**src/pkg/spo_pkg.sv**
```systemverilog
// Shared constants and types for the setpoint output block.
// Assumes a single system clock; values and setpoints are binary signed counts, hysteresis and delays unsigned.
package spo_pkg;

    // ----------------------------------------------------------------
    // Widths and channel count
    // ----------------------------------------------------------------
    localparam int NSP       = 2;
    localparam int SP2_IDX   = 1;
    localparam int VAL_W     = 18;
    localparam int EXT_W     = 20;
    localparam int HYS_W     = 16;
    localparam int ON_DLY_W  = 10;
    localparam int OFF_DLY_W = 13;
    localparam int CNT_W     = 13;

    // ----------------------------------------------------------------
    // Value ranges
    // ----------------------------------------------------------------
    localparam logic signed [VAL_W-1:0] VAL_MIN     = -18'sd19999;
    localparam logic signed [VAL_W-1:0] VAL_MAX     = 18'sd99999;
    localparam logic [HYS_W-1:0]        HYS_MIN     = 16'd1;
    localparam logic [HYS_W-1:0]        HYS_MAX     = 16'd59999;
    localparam logic [ON_DLY_W-1:0]     ON_DLY_MAX  = 10'd999;
    localparam logic [OFF_DLY_W-1:0]    OFF_DLY_MAX = 13'd5999;

    // ----------------------------------------------------------------
    // Timing
    // ----------------------------------------------------------------
    localparam int CLK_HZ      = 10_000_000;
    localparam int TICK_S      = 1;
    localparam int TICK_CYCLES = TICK_S * CLK_HZ;
    localparam logic [CNT_W-1:0] CNT_ZERO = 13'h0000;
    localparam logic [CNT_W-1:0] CNT_ONE  = 13'h0001;

    // ----------------------------------------------------------------
    // Modes and states
    // ----------------------------------------------------------------
    typedef enum logic [1:0] {
        ACT_HIGH_BAL   = 2'h0,
        ACT_LOW_BAL    = 2'h1,
        ACT_HIGH_UNBAL = 2'h2,
        ACT_LOW_UNBAL  = 2'h3
    } spo_act_e;

    typedef enum logic [1:0] {
        RST_AUTO            = 2'h0,
        RST_LATCH_IMMEDIATE = 2'h1,
        RST_LATCH_DEFERRED  = 2'h2
    } spo_rst_e;

    // Gray order along off -> wait -> on -> wait -> off
    typedef enum logic [1:0] {
        ST_OFF      = 2'h0,
        ST_ON_WAIT  = 2'h1,
        ST_ON       = 2'h3,
        ST_OFF_WAIT = 2'h2
    } spo_st_e;

    localparam logic COLOUR_RST = 1'b0;

endpackage : spo_pkg

```
**src/pkg/spo_trip_if.sv**
```systemverilog
// Carrier between the controller and one trip comparator.
// Assumes both ends sit in the same clock domain.
interface spo_trip_if;
    import spo_pkg::*;

    logic signed [VAL_W-1:0] value;
    logic signed [VAL_W-1:0] setpoint;
    logic [HYS_W-1:0]        hyst;
    spo_act_e                action;
    logic                    on_cond;
    logic                    off_cond;
    logic                    at_or_above_sp;

    modport trip (
        input  value, setpoint, hyst, action,
        output on_cond, off_cond, at_or_above_sp
    );

    modport ctrl (
        output value, setpoint, hyst, action,
        input  on_cond, off_cond, at_or_above_sp
    );

endinterface : spo_trip_if

```
**src/hdl/spo_tick.sv**
```systemverilog
// One-second timing tick from the system clock.
// Assumes mclk_i runs at the rate the cycle count was derived for.
module spo_tick #(
    parameter int TICK_CYCLES = spo_pkg::TICK_CYCLES
) (
    input  wire logic mclk_i,
    input  wire logic reset_n_i,
    output logic      tick_o
);
    import spo_pkg::*;

    localparam int TW = $clog2(TICK_CYCLES + 1);
    localparam logic [TW-1:0] LAST = TW'(TICK_CYCLES - 1);

    logic [TW-1:0] div_r;

    always_ff @(posedge mclk_i) begin
        if (!reset_n_i) begin
            div_r  <= '0;
            tick_o <= 1'b0;
        end else if (div_r >= LAST) begin
            div_r  <= '0;
            tick_o <= 1'b1;
        end else begin
            div_r  <= div_r + TW'(1);
            tick_o <= 1'b0;
        end
    end

endmodule // spo_tick

```
**src/hdl/spo_trip.sv**
```systemverilog
// Trip comparator: switch points from setpoint, hysteresis and action.
// Assumes inputs are stable within a cycle; purely combinational.
module spo_trip (
    spo_trip_if.trip tif
);
    import spo_pkg::*;

    function automatic logic signed [VAL_W-1:0] clamp_val(
        input logic signed [VAL_W-1:0] v
    );
        if (v < VAL_MIN) return VAL_MIN;
        else if (v > VAL_MAX) return VAL_MAX;
        else return v;
    endfunction

    function automatic logic [HYS_W-1:0] clamp_hys(input logic [HYS_W-1:0] h);
        if (h < HYS_MIN) return HYS_MIN;
        else if (h > HYS_MAX) return HYS_MAX;
        else return h;
    endfunction

    logic signed [EXT_W-1:0] val_x;
    logic signed [EXT_W-1:0] sp_x;
    logic signed [EXT_W-1:0] h_x;
    logic signed [EXT_W-1:0] half_x;
    logic signed [EXT_W-1:0] up_bal;
    logic signed [EXT_W-1:0] dn_bal;

    assign val_x  = EXT_W'(tif.value);
    assign sp_x   = EXT_W'(clamp_val(tif.setpoint));
    assign h_x    = signed'(EXT_W'(clamp_hys(tif.hyst)));
    assign half_x = h_x >>> 1;
    assign up_bal = sp_x + half_x;
    assign dn_bal = sp_x - half_x;

    assign tif.at_or_above_sp = (val_x >= sp_x);

    always_comb begin
        tif.on_cond  = 1'b0;
        tif.off_cond = 1'b0;
        case (tif.action)
            ACT_HIGH_BAL: begin
                tif.on_cond  = (val_x >= up_bal);
                tif.off_cond = (val_x <= dn_bal);
            end
            ACT_LOW_BAL: begin
                tif.on_cond  = (val_x <= dn_bal);
                tif.off_cond = (val_x >= up_bal);
            end
            ACT_HIGH_UNBAL: begin
                tif.on_cond  = (val_x >= sp_x);
                tif.off_cond = (val_x <= sp_x - h_x);
            end
            default: begin
                tif.on_cond  = (val_x <= sp_x);
                tif.off_cond = (val_x >= sp_x + h_x);
            end
        endcase
    end

endmodule // spo_trip

```
**src/hdl/spo_top.sv**
```systemverilog
// Setpoint output controller for two process-meter setpoints.
// Assumes all inputs synchronous to mclk_i; reset pulses one cycle wide.
//
// Function
// - A disabled second setpoint is held inactive.
// - Each output offers high or low acting with balanced or unbalanced hysteresis.
// - Setpoints span -19999 to 99999 in display units.
// - Hysteresis spans 1 to 59999 and sets the switch points.
// - Unbalanced bands sit below the setpoint if high acting, above if low.
// - Turn-on waits the on delay of up to 999 s; zero means no wait.
// - Turn-off waits the off delay of up to 5999 s; zero means no wait.
// - Automatic mode turns the output off at the off point.
// - In automatic mode a manual reset clears at once until re-triggered.
// - Immediate latch holds on until a manual, serial or power reset.
// - Deferred latch remembers a reset and clears at the off point.
// - A restored latched output stays off if the value is below setpoint.
// - A pending deferred reset is dropped across a power cycle.
// - A qualified display reset also resets the output when enabled.
// - Standby keeps the output disabled until the trigger is first crossed.
// - Colour change toggles the backlight when exactly one output changes in a cycle; two changes in one cycle cancel.
module spo_top #(
    parameter int TICK_CYCLES = spo_pkg::TICK_CYCLES
) (
    input  wire logic                           mclk_i,
    input  wire logic                           reset_n_i,
    input  wire logic signed [spo_pkg::VAL_W-1:0] value_i,
    input  wire logic signed [spo_pkg::VAL_W-1:0] sp_value_i   [spo_pkg::NSP],
    input  wire logic [spo_pkg::HYS_W-1:0]      hyst_i         [spo_pkg::NSP],
    input  wire spo_pkg::spo_act_e              action_i       [spo_pkg::NSP],
    input  wire spo_pkg::spo_rst_e              rst_mode_i     [spo_pkg::NSP],
    input  wire logic [spo_pkg::ON_DLY_W-1:0]   on_dly_i       [spo_pkg::NSP],
    input  wire logic [spo_pkg::OFF_DLY_W-1:0]  off_dly_i      [spo_pkg::NSP],
    input  wire logic [spo_pkg::NSP-1:0]        rst_w_disp_en_i,
    input  wire logic [spo_pkg::NSP-1:0]        standby_en_i,
    input  wire logic [spo_pkg::NSP-1:0]        prior_latched_i,
    input  wire logic                           sp2_enable_i,
    input  wire logic                           colour_chg_en_i,
    input  wire logic                           backlit_i,
    input  wire logic                           base_colour_i,
    input  wire logic                           manual_rst_i,
    input  wire logic                           serial_rst_i,
    input  wire logic                           display_rst_i,
    input  wire logic                           display_reset_assignment_i,
    input  wire logic                           input_shown_i,
    output logic [spo_pkg::NSP-1:0]             sp_out_o,
    output logic [spo_pkg::NSP-1:0]             rst_pending_o,
    output logic                                colour_o
);
    import spo_pkg::*;

    // ----------------------------------------------------------------
    // Helpers
    // ----------------------------------------------------------------
    function automatic logic drives_on(input spo_st_e s);
        return (s == ST_ON) || (s == ST_OFF_WAIT);
    endfunction

    function automatic logic cnt_done(input logic [CNT_W-1:0] c,
                                      input logic [CNT_W-1:0] lim);
        return c >= lim;
    endfunction

    // ----------------------------------------------------------------
    // Tick and trip comparators
    // ----------------------------------------------------------------
    logic              tick;
    logic [NSP-1:0]    on_c;
    logic [NSP-1:0]    off_c;
    logic [NSP-1:0]    ge_sp;
    logic [NSP-1:0]    en;
    logic [NSP-1:0]    clr_now;
    logic [NSP-1:0]    defer_req;
    logic              disp_rst_q;
    logic [CNT_W-1:0]  on_lim  [NSP];
    logic [CNT_W-1:0]  off_lim [NSP];
    logic [NSP-1:0]    block_r;
    logic [NSP-1:0]    standby_r;
    logic [NSP-1:0]    pend_r;

    spo_tick #(
        .TICK_CYCLES (TICK_CYCLES)
    ) u_tick (
        .mclk_i    (mclk_i),
        .reset_n_i (reset_n_i),
        .tick_o    (tick)
    );

    spo_trip_if trip_if [NSP] ();

    for (genvar g = 0; g < NSP; g++) begin : g_ch
        assign trip_if[g].value    = value_i;
        assign trip_if[g].setpoint = sp_value_i[g];
        assign trip_if[g].hyst     = hyst_i[g];
        assign trip_if[g].action   = action_i[g];
        assign on_c[g]             = trip_if[g].on_cond;
        assign off_c[g]            = trip_if[g].off_cond;
        assign ge_sp[g]            = trip_if[g].at_or_above_sp;

        spo_trip u_trip (
            .tif (trip_if[g])
        );

        // Delay limits clamped to their ranges
        assign on_lim[g]  = (on_dly_i[g] > ON_DLY_MAX) ? CNT_W'(ON_DLY_MAX)
                                                        : CNT_W'(on_dly_i[g]);
        assign off_lim[g] = (off_dly_i[g] > OFF_DLY_MAX) ? CNT_W'(OFF_DLY_MAX)
                                                          : CNT_W'(off_dly_i[g]);
    end

    // ----------------------------------------------------------------
    // Reset source qualification
    // ----------------------------------------------------------------
    assign disp_rst_q = display_rst_i && display_reset_assignment_i && input_shown_i;

    always_comb begin
        for (int i = 0; i < NSP; i++) begin
            en[i]        = (i == SP2_IDX) ? sp2_enable_i : 1'b1;
            clr_now[i]   = 1'b0;
            defer_req[i] = 1'b0;
            case (rst_mode_i[i])
                RST_AUTO: begin
                    clr_now[i] = manual_rst_i || (disp_rst_q && rst_w_disp_en_i[i]);
                end
                RST_LATCH_IMMEDIATE: begin
                    clr_now[i] = manual_rst_i || serial_rst_i
                              || (disp_rst_q && rst_w_disp_en_i[i]);
                end
                RST_LATCH_DEFERRED: begin
                    defer_req[i] = manual_rst_i || serial_rst_i
                                || (disp_rst_q && rst_w_disp_en_i[i]);
                end
                default: begin
                    clr_now[i] = manual_rst_i;
                end
            endcase
        end
    end

    // ----------------------------------------------------------------
    // Power-up marker
    // ----------------------------------------------------------------
    logic init_r;

    always_ff @(posedge mclk_i) begin
        if (!reset_n_i) begin
            init_r <= 1'b1;
        end else begin
            init_r <= 1'b0;
        end
    end

    // ----------------------------------------------------------------
    // Output state machines and delay counters
    // ----------------------------------------------------------------
    spo_st_e          st_r  [NSP];
    logic [CNT_W-1:0] cnt_r [NSP];

    always_ff @(posedge mclk_i) begin
        for (int i = 0; i < NSP; i++) begin
            if (!reset_n_i) begin
                st_r[i]  <= ST_OFF;
                cnt_r[i] <= CNT_ZERO;
            end else if (init_r) begin
                cnt_r[i] <= CNT_ZERO;
                if (prior_latched_i[i] && en[i] && ge_sp[i]
                    && (rst_mode_i[i] != RST_AUTO)) begin
                    st_r[i] <= ST_ON;
                end else begin
                    st_r[i] <= ST_OFF;
                end
            end else if (!en[i]) begin
                st_r[i]  <= ST_OFF;
                cnt_r[i] <= CNT_ZERO;
            end else if (clr_now[i]) begin
                st_r[i]  <= ST_OFF;
                cnt_r[i] <= CNT_ZERO;
            end else begin
                case (st_r[i])
                    ST_OFF: begin
                        cnt_r[i] <= CNT_ZERO;
                        if (on_c[i] && !block_r[i] && !standby_r[i]) begin
                            st_r[i] <= ST_ON_WAIT;
                        end
                    end
                    ST_ON_WAIT: begin
                        if (!on_c[i]) begin
                            st_r[i]  <= ST_OFF;
                            cnt_r[i] <= CNT_ZERO;
                        end else if (cnt_done(cnt_r[i], on_lim[i])) begin
                            st_r[i]  <= ST_ON;
                            cnt_r[i] <= CNT_ZERO;
                        end else if (tick) begin
                            cnt_r[i] <= cnt_r[i] + CNT_ONE;
                        end
                    end
                    ST_ON: begin
                        cnt_r[i] <= CNT_ZERO;
                        if (off_c[i] && (rst_mode_i[i] == RST_AUTO)) begin
                            st_r[i] <= ST_OFF_WAIT;
                        end else if (off_c[i] && pend_r[i]
                                     && (rst_mode_i[i] == RST_LATCH_DEFERRED)) begin
                            st_r[i] <= ST_OFF_WAIT;
                        end
                    end
                    default: begin
                        if (!off_c[i]) begin
                            st_r[i]  <= ST_ON;
                            cnt_r[i] <= CNT_ZERO;
                        end else if (cnt_done(cnt_r[i], off_lim[i])) begin
                            st_r[i]  <= ST_OFF;
                            cnt_r[i] <= CNT_ZERO;
                        end else if (tick) begin
                            cnt_r[i] <= cnt_r[i] + CNT_ONE;
                        end
                    end
                endcase
            end
        end
    end

    // ----------------------------------------------------------------
    // Re-trigger block, standby and deferred request
    // ----------------------------------------------------------------
    always_ff @(posedge mclk_i) begin
        for (int i = 0; i < NSP; i++) begin
            if (!reset_n_i) begin
                block_r[i] <= 1'b0;
            end else if (clr_now[i] && (st_r[i] != ST_OFF)) begin
                block_r[i] <= 1'b1;
            end else if (!on_c[i]) begin
                block_r[i] <= 1'b0;
            end
        end
    end

    always_ff @(posedge mclk_i) begin
        for (int i = 0; i < NSP; i++) begin
            if (!reset_n_i) begin
                standby_r[i] <= 1'b1;
            end else if (init_r) begin
                standby_r[i] <= standby_en_i[i];
            end else if (!on_c[i]) begin
                standby_r[i] <= 1'b0;
            end
        end
    end

    always_ff @(posedge mclk_i) begin
        for (int i = 0; i < NSP; i++) begin
            if (!reset_n_i) begin
                pend_r[i] <= 1'b0;
            end else if (defer_req[i] && drives_on(st_r[i])) begin
                pend_r[i] <= 1'b1;
            end else if ((st_r[i] == ST_OFF) || (rst_mode_i[i] != RST_LATCH_DEFERRED)) begin
                pend_r[i] <= 1'b0;
            end
        end
    end

    // ----------------------------------------------------------------
    // Output pins and backlight colour
    // ----------------------------------------------------------------
    logic [NSP-1:0] out_now;
    logic [NSP-1:0] out_r;
    logic           colour_r;

    always_comb begin
        for (int i = 0; i < NSP; i++) begin
            out_now[i] = drives_on(st_r[i]);
        end
    end

    always_ff @(posedge mclk_i) begin
        if (!reset_n_i) begin
            out_r <= '0;
        end else begin
            out_r <= out_now;
        end
    end

    always_ff @(posedge mclk_i) begin
        if (!reset_n_i) begin
            colour_r <= COLOUR_RST;
        end else if (init_r) begin
            colour_r <= base_colour_i;
        end else if (colour_chg_en_i && backlit_i) begin
            colour_r <= colour_r ^ (^(out_now ^ out_r));
        end
    end

    assign sp_out_o      = out_r;
    assign rst_pending_o = pend_r;
    assign colour_o      = colour_r;
endmodule // spo_top

```
**config.mk**
```make
export PLATFORM = sky130hd
export DESIGN_NAME = spo_top
export DESIGN_NICKNAME = d
export VERILOG_FILES = /design/src/pkg/spo_pkg.sv /design/src/pkg/spo_trip_if.sv /design/src/hdl/spo_tick.sv /design/src/hdl/spo_trip.sv /design/src/hdl/spo_top.sv
export SDC_FILE = /design/constraint.sdc
export NUM_CORES = 1
export LEC_CHECK = 0
export BUFFER_PORTS_ARGS = -buffer_cell sky130_fd_sc_hd__clkbuf_2
export CAP_MARGIN = 20
export CORE_MARGIN = 5
export CORE_UTILIZATION = 50
export DETAILED_ROUTE_END_ITERATION = 8
export GPL_ROUTABILITY_DRIVEN = 0
export PLACE_DENSITY_LB_ADDON = 0.3
export SYNTH_ARGS = -nofsm -noshare
export SYNTH_HDL_FRONTEND = slang
export SYNTH_SLANG_ARGS = --single-unit
```
**constraint.sdc**
```tcl
create_clock -name mclk_i -period 21 [get_ports mclk_i]
set_clock_uncertainty 0.05 [all_clocks]
set_input_delay 2.1 -clock mclk_i [delete_from_list [all_inputs] [get_ports mclk_i]]
set_output_delay 2.1 -clock mclk_i [all_outputs]
set_load 0.1 [all_outputs]
```
### Yosys cells after proc, flatten, opt, wreduce, memory -nomap -nowiden

Memories as Yosys holds them, arrays and structs flattened.
Cells that the tools add are included.

* output and inout bits: 5
* bits of input ports: 157
* RAM bits: 30
* bits in registers: 35
* word-level logic and storage cells: 430
* memories: 2

* reductions and logical operators: 54
* add/subtract/negate cells: 11
* multiplexer cells: 258
* order comparisons: 29
* bitwise operators: 45
* equality and inequality tests: 20

Memories
* cnt_r: depth 2, width 13, read ports 2, clocked after Yosys merged registers in 0, wr ports 2, RTL line spo_top.sv:156 `logic [CNT_W-1:0] cnt_r [NSP];`
* st_r: depth 2, width 2, read ports 2, clocked after Yosys merged registers in 0, wr ports 2, RTL line spo_top.sv:155 `spo_st_e st_r [NSP];`

Operators with widths (number)
* two-way mux 13 bit: 23
* two-way mux 1 bit: 198
* greater-or-equal comparator 18 x 19 -> 1 bit: 4
* <= comparator 18 x 19 -> 1 bit: 4
* two-way mux 18 bit: 4
* two-way mux 16 bit: 4
* two-way mux 2 bit: 21
* OR 1 bit: 42
* adder 18 x 16 -> 19 bit: 2
* adder 18 x 17 -> 19 bit: 2
* subtractor 18 x 16 -> 19 bit: 2
* subtractor 18 x 17 -> 19 bit: 2
* greater-or-equal comparator 18 bit: 2
* > comparator 18 bit (second input constant): 2
* <= comparator 18 bit: 2
* < comparator 18 x 16 -> 1 bit (second input constant): 2
* > comparator 16 bit (second input constant): 2
* < comparator 16 x 1 -> 1 bit (second input constant): 2
* adder 13 x 1 -> 13 bit (second input constant): 2
* greater-or-equal comparator 13 x 10 -> 1 bit: 2
* greater-or-equal comparator 13 bit: 2
* > comparator 13 bit (second input constant): 2
* adder 24 x 1 -> 24 bit (second input constant): 1
* greater-or-equal comparator 24 bit (second input constant): 1
* 18 further kinds: 87

### Longest topological paths before layout

Gate-level depths: netlist of the first run.

* word-level depth: 22
* depth in mapped cells: 31

### Cells and area by module

From an unflattened synthesis of the first run, not the netlist that was laid out.

* cells, all modules: 2083
* area total of the unflattened synthesis: 16175.5 um2

Modules (own cells, without submodules)
* spo_trip (g_ch[0].u_trip): instances 1, area each 5596.6 um2, seq. area each 0.0 um2, cells each 781
* spo_trip (g_ch[1].u_trip): instances 1, area each 5490.3 um2, seq. area each 0.0 um2, cells each 752
* spo_top: instances 1, area each 3808.7 um2, seq. area each 1101.1 um2, cells each 413
* spo_tick: instances 1, area each 1280.0 um2, seq. area each 500.5 um2, cells each 137

### Worst setup path before layout of the first run

Ideal clock, no wire load.

* path type: in2reg
* from: input sp_value_i[4] (netlist bit)
* to: memory cnt_r[1][0], enable pin
* setup slack: 12.630 ns
* stages on the path: 27
* path buffers: 1
* required time: 20.619 ns
* arrival time: 7.989 ns
* cells stage by stage: nor3_1 a21oi_1 or4_1 a31oi_1 o21ai_0 clkbuf_1 o21ai_0 inv_1 ha_1 o21bai_1 a21o_1 a21oi_1 o21ai_1 a311o_1 a2111oi_0 or3_1 o21ai_0 ha_1 nand4_1 nor4_2 o21ai_1 and3_4 mux2i_1 a211o_2 o2111ai_1 o211ai_1 or4b_1

RTL lines
* start: declaration: RTL line spo_top.sv:27 `input wire logic signed [spo_pkg::VAL_W-1:0] sp_value_i [spo_pkg::NSP],`
* end: declaration: RTL line spo_top.sv:156

==> impl_metrics.csv, run 1 <==
group,metric,value,unit
outcome,outcome,"finished clean",
timing,slew_viol_final,0,
pwr,power.leakage,0.00823,uW
die,start_util,0.509,
layout,drive_gt1_frac,0.102,
layout,design_area,17100,sq um
die,dieArea,34900,sq um
logic_synthesis,synth_top_family_by_area,"adder cells",
critical_path,path_max_fanout,14,
route,drc,0,
logic_synthesis,yosysSeqAreaShare,0.102,
critical_path,required,20.91,ns
clock_tree,h-tree-depth,3,
clock_tree,cts_resized,0,
logic_synthesis,syn_avg_cell_area,7.59,sq um
global_routing,grt_first_pass_wirelength,75.0,mm
route,avgRoutedWirePerCell,18.0,microns
die,coreArea,30700,sq um
route,wl,46.7,mm
die,num_rows,64,
logic_synthesis,synth_xor_area_frac,0.0879,
clock_tree,postCtsSetupBuffers,0,
layout,seq_area,1600,sq um
timing,fin_crit,9.29,ns
timing,rsz0062_at_grt,"false",
route,first_pass_iters,6,
logic_synthesis,synth.area.mux_share,0.00336,
critical_path,cp-start-kind,"input pin",
global_routing,grt_pass1_vias,15300,
global_routing,grt_usage,0.254,
route,vias_per_cell,6.07,
timing,timing.fmax,108,MHz
logic_synthesis,syn_area,15700,sq um
timing,hold_viol_final,0,
logic_synthesis,syn_nets,2587,
logic_synthesis,synth_warnings,0,
pwr,power,831,uW
clock_tree,cts_hold_buf,0,
clock_tree,cts_sinks,65,
die,die_x,187,microns
min_path,hold_depth,2,
placement,portBuffers,161,
logic_synthesis,ys_async_sr_fraction,0,
critical_path,end_kind,"register",
critical_path,crit_arrival,9.20,ns
placement,dpl.hpwl,39.7,mm
logic_synthesis,synth_enable_flop_cells,30,
logic_synthesis,synthCells,2061,
min_path,hold_path_class,"reg2reg",
layout,nets,2715,
logic_synthesis,ys_types,91,
timing,relSlewSlack,0.412,
die,ios,162,
clock_tree,clk_latency,0.33,ns
logic_synthesis,synth-compound-area-share,0.220,
placement,placed_area,16800,sq um
route,drt-initial-drc-count,1084,
layout,synthToLayoutAreaGrowth,9.15,%
logic_synthesis,yosys.area_share.simple,0.232,
layout,multi_input_area,13200,sq um
clock_tree,cts_buffer_depth,2,
global_routing,antenna_found_initial,1,
placement,place_ws,11.26,ns
logic_synthesis,synth.area.top_cells,"ha_1, xnor2_1, edfxtp_1",
timing,min_period_over_period,0.442,
logic_synthesis,synthAdderAreaFrac,0.299,
logic_synthesis,yosysTopAreaCellShare,0.289,
global_routing,grt_overflow,0,
flow_run,maxCapViolCount,0,
clock_tree,cts_made_buffers,9,
route,postRouteAntennaNets,0,
pwr,powerDensity,48.7,nW/um^2
logic_synthesis,ys.flop_type,"dfxtp_1",
pwr,peakVddDrop,45.1,uV
clock_tree,tritoncts,"built",
timing,finalSetupViolations,0,
timing,fin_tns_setup,0,ns
clock_tree,clk_pin_slew,0.05,ns
global_routing,grt_max_degree,24,
critical_path,r2r_cells,10,
critical_path,crit_type,"in2reg",
layout,nFillCells,3012,
logic_synthesis,synth_seq_cells,65,
timing,postLayoutSetupSlackWorst,11.72,ns
clock_tree,cts-root-buf,"clkbuf_16",
layout,final_core_util,0.556,
logic_synthesis,synth_top_cell_by_area,"ha_1",
timing,tightest_slew,0.876,ns
route,vias,15700,
die,die_y,187,microns
## layout by cell type (no fill, tap or decap), types with 48 or more instances in the layout
master and count:
nand3_1 73, nand4_1 50, nand2_1 134, ha_1 361, xor2_1 48, inv_1 177, clkbuf_2 162, a21oi_1 154
nor2_1 191, xnor2_1 109, nor3_1 59, o21ai_0 91
## layer usage
metal,vias up,global-route usage,part of all wire
met2,548,0.427,0.46
li1,7768,-,-
met1,7314,0.334,0.43
met3,104,0.0272,0.066
met5,-,0,0
met4,0,0.100,0.042
## sequential cells by signal, summed over array words and instances (netlist names)
name and count:
block_r 2, cnt_r 26, colour_o 1, init_r 1
rst_pending_o 2, sp_out_o 2, st_r 4, standby_r 2
u_tick.div_r 24, u_tick.tick_o 1
## area by class of cell
cell class | count | area share
well taps | 396 | 0.0290
flip-flops and latches | 65 | 0.0937
repair buffers | 168 | 0.0501
multi-input cells | 1767 | 0.771
diodes | 1 | 0.000146
inverters | 178 | 0.0391
clock inverters | 2 | 0.000659
clock buffers | 14 | 0.0161
## logic make-up after synthesis
| family | Yosys count |
|---|---|
| AO/OA/AOI/OAI | 517 |
| buffers and inverters | 229 |
| flip-flops | 65 |
| XOR/XNOR | 157 |
| AND/OR/NAND/NOR | 719 |
| adder cells (fa/ha/maj) | 369 |
| multiplexers | 5 |
## synth_stat cells (all sizes together) (17+ instances only)
library cell,n
ha,361
nor2,191
inv,177
a21oi,155
nand2,134
xnor2,109
o21ai,99
nand3,73
nor3,59
nand4,50
xor2,48
clkbuf,47
a21o,42
nand2b,37
nor2b,37
dfxtp,35
edfxtp,30
and3,28
a211oi,25
o21bai,25
or3,25
o211ai,21
nor4,17
o31ai,17
## worst max-delay path: stages
cell and delay (ns):
clkbuf_2 0.10, nor3_1 0.18, a21oi_1 0.08, or4_1 0.40
a31oi_1 0.20, o21ai_0 0.22, clkbuf_2 0.26, o21ai_0 0.14
inv_1 0.16, ha_1 0.43, o21bai_1 0.09, a21o_1 0.20
a21oi_1 0.19, o21ai_1 0.12, a311o_1 0.36, a2111oi_0 0.59
or3_1 0.23, o21ai_0 0.08, ha_1 0.39, nand4_1 0.20
nor4_2 0.34, o21ai_1 0.16, and3_4 0.22, mux2i_1 0.12
a211o_2 0.34, nor4b_1 0.51, o21ai_4 0.19, or4b_1 0.55
## power by group
part,switching (uW),internal (uW),total [uW]
Clock,52.6,90.2,143
Combinational,315,226,541
Sequential,8.87,139,148
Total,376,455,831
## through the flow
stage	cells	hold slack, ns
after detailed placement	2572	0.400
after global routing	2591	0.440
after floorplan	2061	0.379
after global placement	2572	0.387
after CTS	2588	0.407
final	2591	0.407
## final timing paths
path	startpoint	endpoint	slack, ns
max	sp_value_i[4]	cnt_r[1][11]	11.72
min	block_r[1]	block_r[1]	0.41
max reg2reg	cnt_r[1][3]	cnt_r[1][11]	17.47
min reg2reg	block_r[1]	block_r[1]	0.41
No activity file was read; power rests on OpenSTA's default activity.
==> inputs of run 2 (changes only) <==
Clock period 21 ns to 8.6 ns, I/O delays scaled along.
==> run 2 against run 1 <==
First-iteration DRC count is 7.1% lower. Critical path depth is 1 lower. Largest power group unchanged. Die area stayed put. Combinational power is 140% higher. Sequential share of layout area hardly changed.
==> impl_metrics.csv, run 2 (same netlist as run 1, synthesis figures left out) <==
group,metric,value,unit
min_path,worstHoldEndpoint,"block_r[1]",
global_routing,grt_first_pass_wirelength,75.9,mm
layout,synthToLayoutAreaGrowth,9.50,%
clock_tree,cts_hold_buf,0,
layout,drive_gt1_frac,0.104,
clock_tree,postCtsSetupBuffers,0,
clock_tree,clk_latency,0.33,ns
route,drc,0,
layout,multi_input_area,13200,sq um
clock_tree,tritoncts,"built",
layout,layout_common_cells,"ha_1, nor2_1, inv_1",
die,start_util,0.509,
placement,dpl.hpwl,40.1,mm
route,drt-initial-drc-count,1007,
timing,relSlewSlack,0.396,
min_path,hp-start,"block_r[1]",
pwr,peakVddDrop,102,uV
clock_tree,cts-root-buf,"clkbuf_16",
route,postRouteAntennaNets,0,
layout,nets,2719,
critical_path,r2r_cells,10,
critical_path,crit_arrival,7.83,ns
pwr,power.share.clock,0.177,
layout,seq_area,1600,sq um
critical_path,crit_family,"compound AO/OA/AOI/OAI gates",
pwr,swShare,0.448,
route,avgRoutedWirePerCell,18.1,microns
clock_tree,cts_sinks,65,
die,dieArea,34900,sq um
critical_path,cp-start-kind,"input pin",
timing,postLayoutSetupSlackWorst,0.682,ns
layout,largest_register_ffs,26,
critical_path,required,8.51,ns
critical_path,crit_top_cell,"o21ai_0",
layout,reg_top3,"cnt_r: 26 flops, u_tick.div_r: 24 flops, st_r: 4 flops",
outcome,outcome,"finished clean",
route,vias,15800,
timing,hold_viol_final,0,
critical_path,worst-r2r-setup-slack,5.08,ns
pwr,combPwrFrac,0.647,
global_routing,grt_pass1_vias,15500,
flow_run,maxCapViolCount,0,
critical_path,end_kind,"register",
timing,slew_viol_final,0,
timing,fin_tns_setup,0,ns
global_routing,grt_max_degree,24,
critical_path,reg2reg_to,"cnt_r[1][12]",
layout,nFillCells,2928,
critical_path,crit_buf_inv,2,
layout,final_common_cell,"ha_1",
clock_tree,clk_pin_slew,0.05,ns
timing,min_period_over_period,0.921,
die,die_x,187,microns
placement,place_ws,0.451,ns
pwr,intPower,1130,uW
pwr,power,2050,uW
die,coreArea,30700,sq um
critical_path,crit_type,"in2reg",
pwr,powerDensity,119,nW/um^2
pwr,power.leakage,0.00826,uW
clock_tree,h-tree-depth,3,
die,num_rows,64,
die,die_y,187,microns
min_path,hold_path_class,"reg2reg",
critical_path,cpPeakStageDelay,0.56,ns
critical_path,path_max_fanout,14,
clock_tree,cts_made_buffers,9,
timing,timing.fmax,126,MHz
min_path,hold_depth,2,
critical_path,r2r_start,"cnt_r[1][3]",
clock_tree,cts_resized,0,
layout,largest-register,"cnt_r",
die,ios,162,
global_routing,antenna_found_initial,2,
timing,finalSetupViolations,0,
layout,fin_cells,2596,
placement,portBuffers,161,
clock_tree,cts_buffer_depth,2,
timing,rsz0062_at_grt,"false",
placement,placed_cells,2577,
route,wl,46.9,mm
global_routing,grt_usage,0.257,
timing,tightest_slew,0.897,ns
route,first_pass_iters,5,
pwr,sequentialPowerShare,0.176,
global_routing,grt_overflow,0,
critical_path,slowest_stage,"a2111oi_0",
route,vias_per_cell,6.08,
timing,fin_crit,7.92,ns
pwr,p_sw,917,uW
## run 2: cell count changes in the layout (fill, tap and decap cells not counted)
cell	delta
diode_2	+1
clkinv_2	-1
clkbuf_2	-1
buf_4	+5
clkbuf_1	-1
clkbuf_8	+2
## run 2: metrics by stage
stage | instance area (sq um) | utilization | hold WS, ns
after floorplan | 15700 | - | 0.379
after global placement | 16800 | 0.547 | 0.388
after detailed placement | 16800 | 0.547 | 0.399
after CTS | 17100 | 0.557 | 0.406
after global routing | 17100 | 0.557 | 0.448
final | 17100 | 0.557 | 0.408
## run 2: worst max path at each step
stage	start	end	slack [ns]	depth (start not counted)
floorplan	sp_value_i[4]	cnt_r[1][0]	1.47	27
global placement	sp_value_i[22]	cnt_r[0][5]	0.61	26
detailed placement	hyst_i[12]	cnt_r[1][8]	0.45	28
CTS	hyst_i[12]	cnt_r[1][2]	0.79	28
global route	sp_value_i[7]	cnt_r[1][12]	0.19	29
finish	sp_value_i[4]	cnt_r[1][12]	0.68	27
## run 2: worst min-delay path, stage by stage, from the launching register on
cell and delay (ns):
dfxtp_1 0.30, nand2_1 0.05, a21oi_1 0.05
## run 2: power by group through the flow
stage               Combinational [uW]  Sequential, uW  Clock, uW
CTS                               1310             360        369
global placement                  1250             365          0
global route                      1480             362        384
finish                            1320             360        363
floorplan                          955             366          0
detailed placement                1300             366          0
## run 2: routing by layer
layer	vias to the layer above	GRT usage	share of wire
li1	7782	-	-
met1	7409	0.334	0.44
met2	483	0.438	0.46
met3	106	0.0280	0.056
met4	0	0.103	0.044
met5	-	0	0
## run 2: layout make-up
class | instances | share of cell area
sequential | 65 | 0.0935
clock inverter | 1 | 0.000365
multi-input combinational | 1767 | 0.769
antenna | 2 | 0.000292
tap | 396 | 0.0289
timing repair buffer | 172 | 0.0518
inverter | 178 | 0.0390
clock buffer | 15 | 0.0174
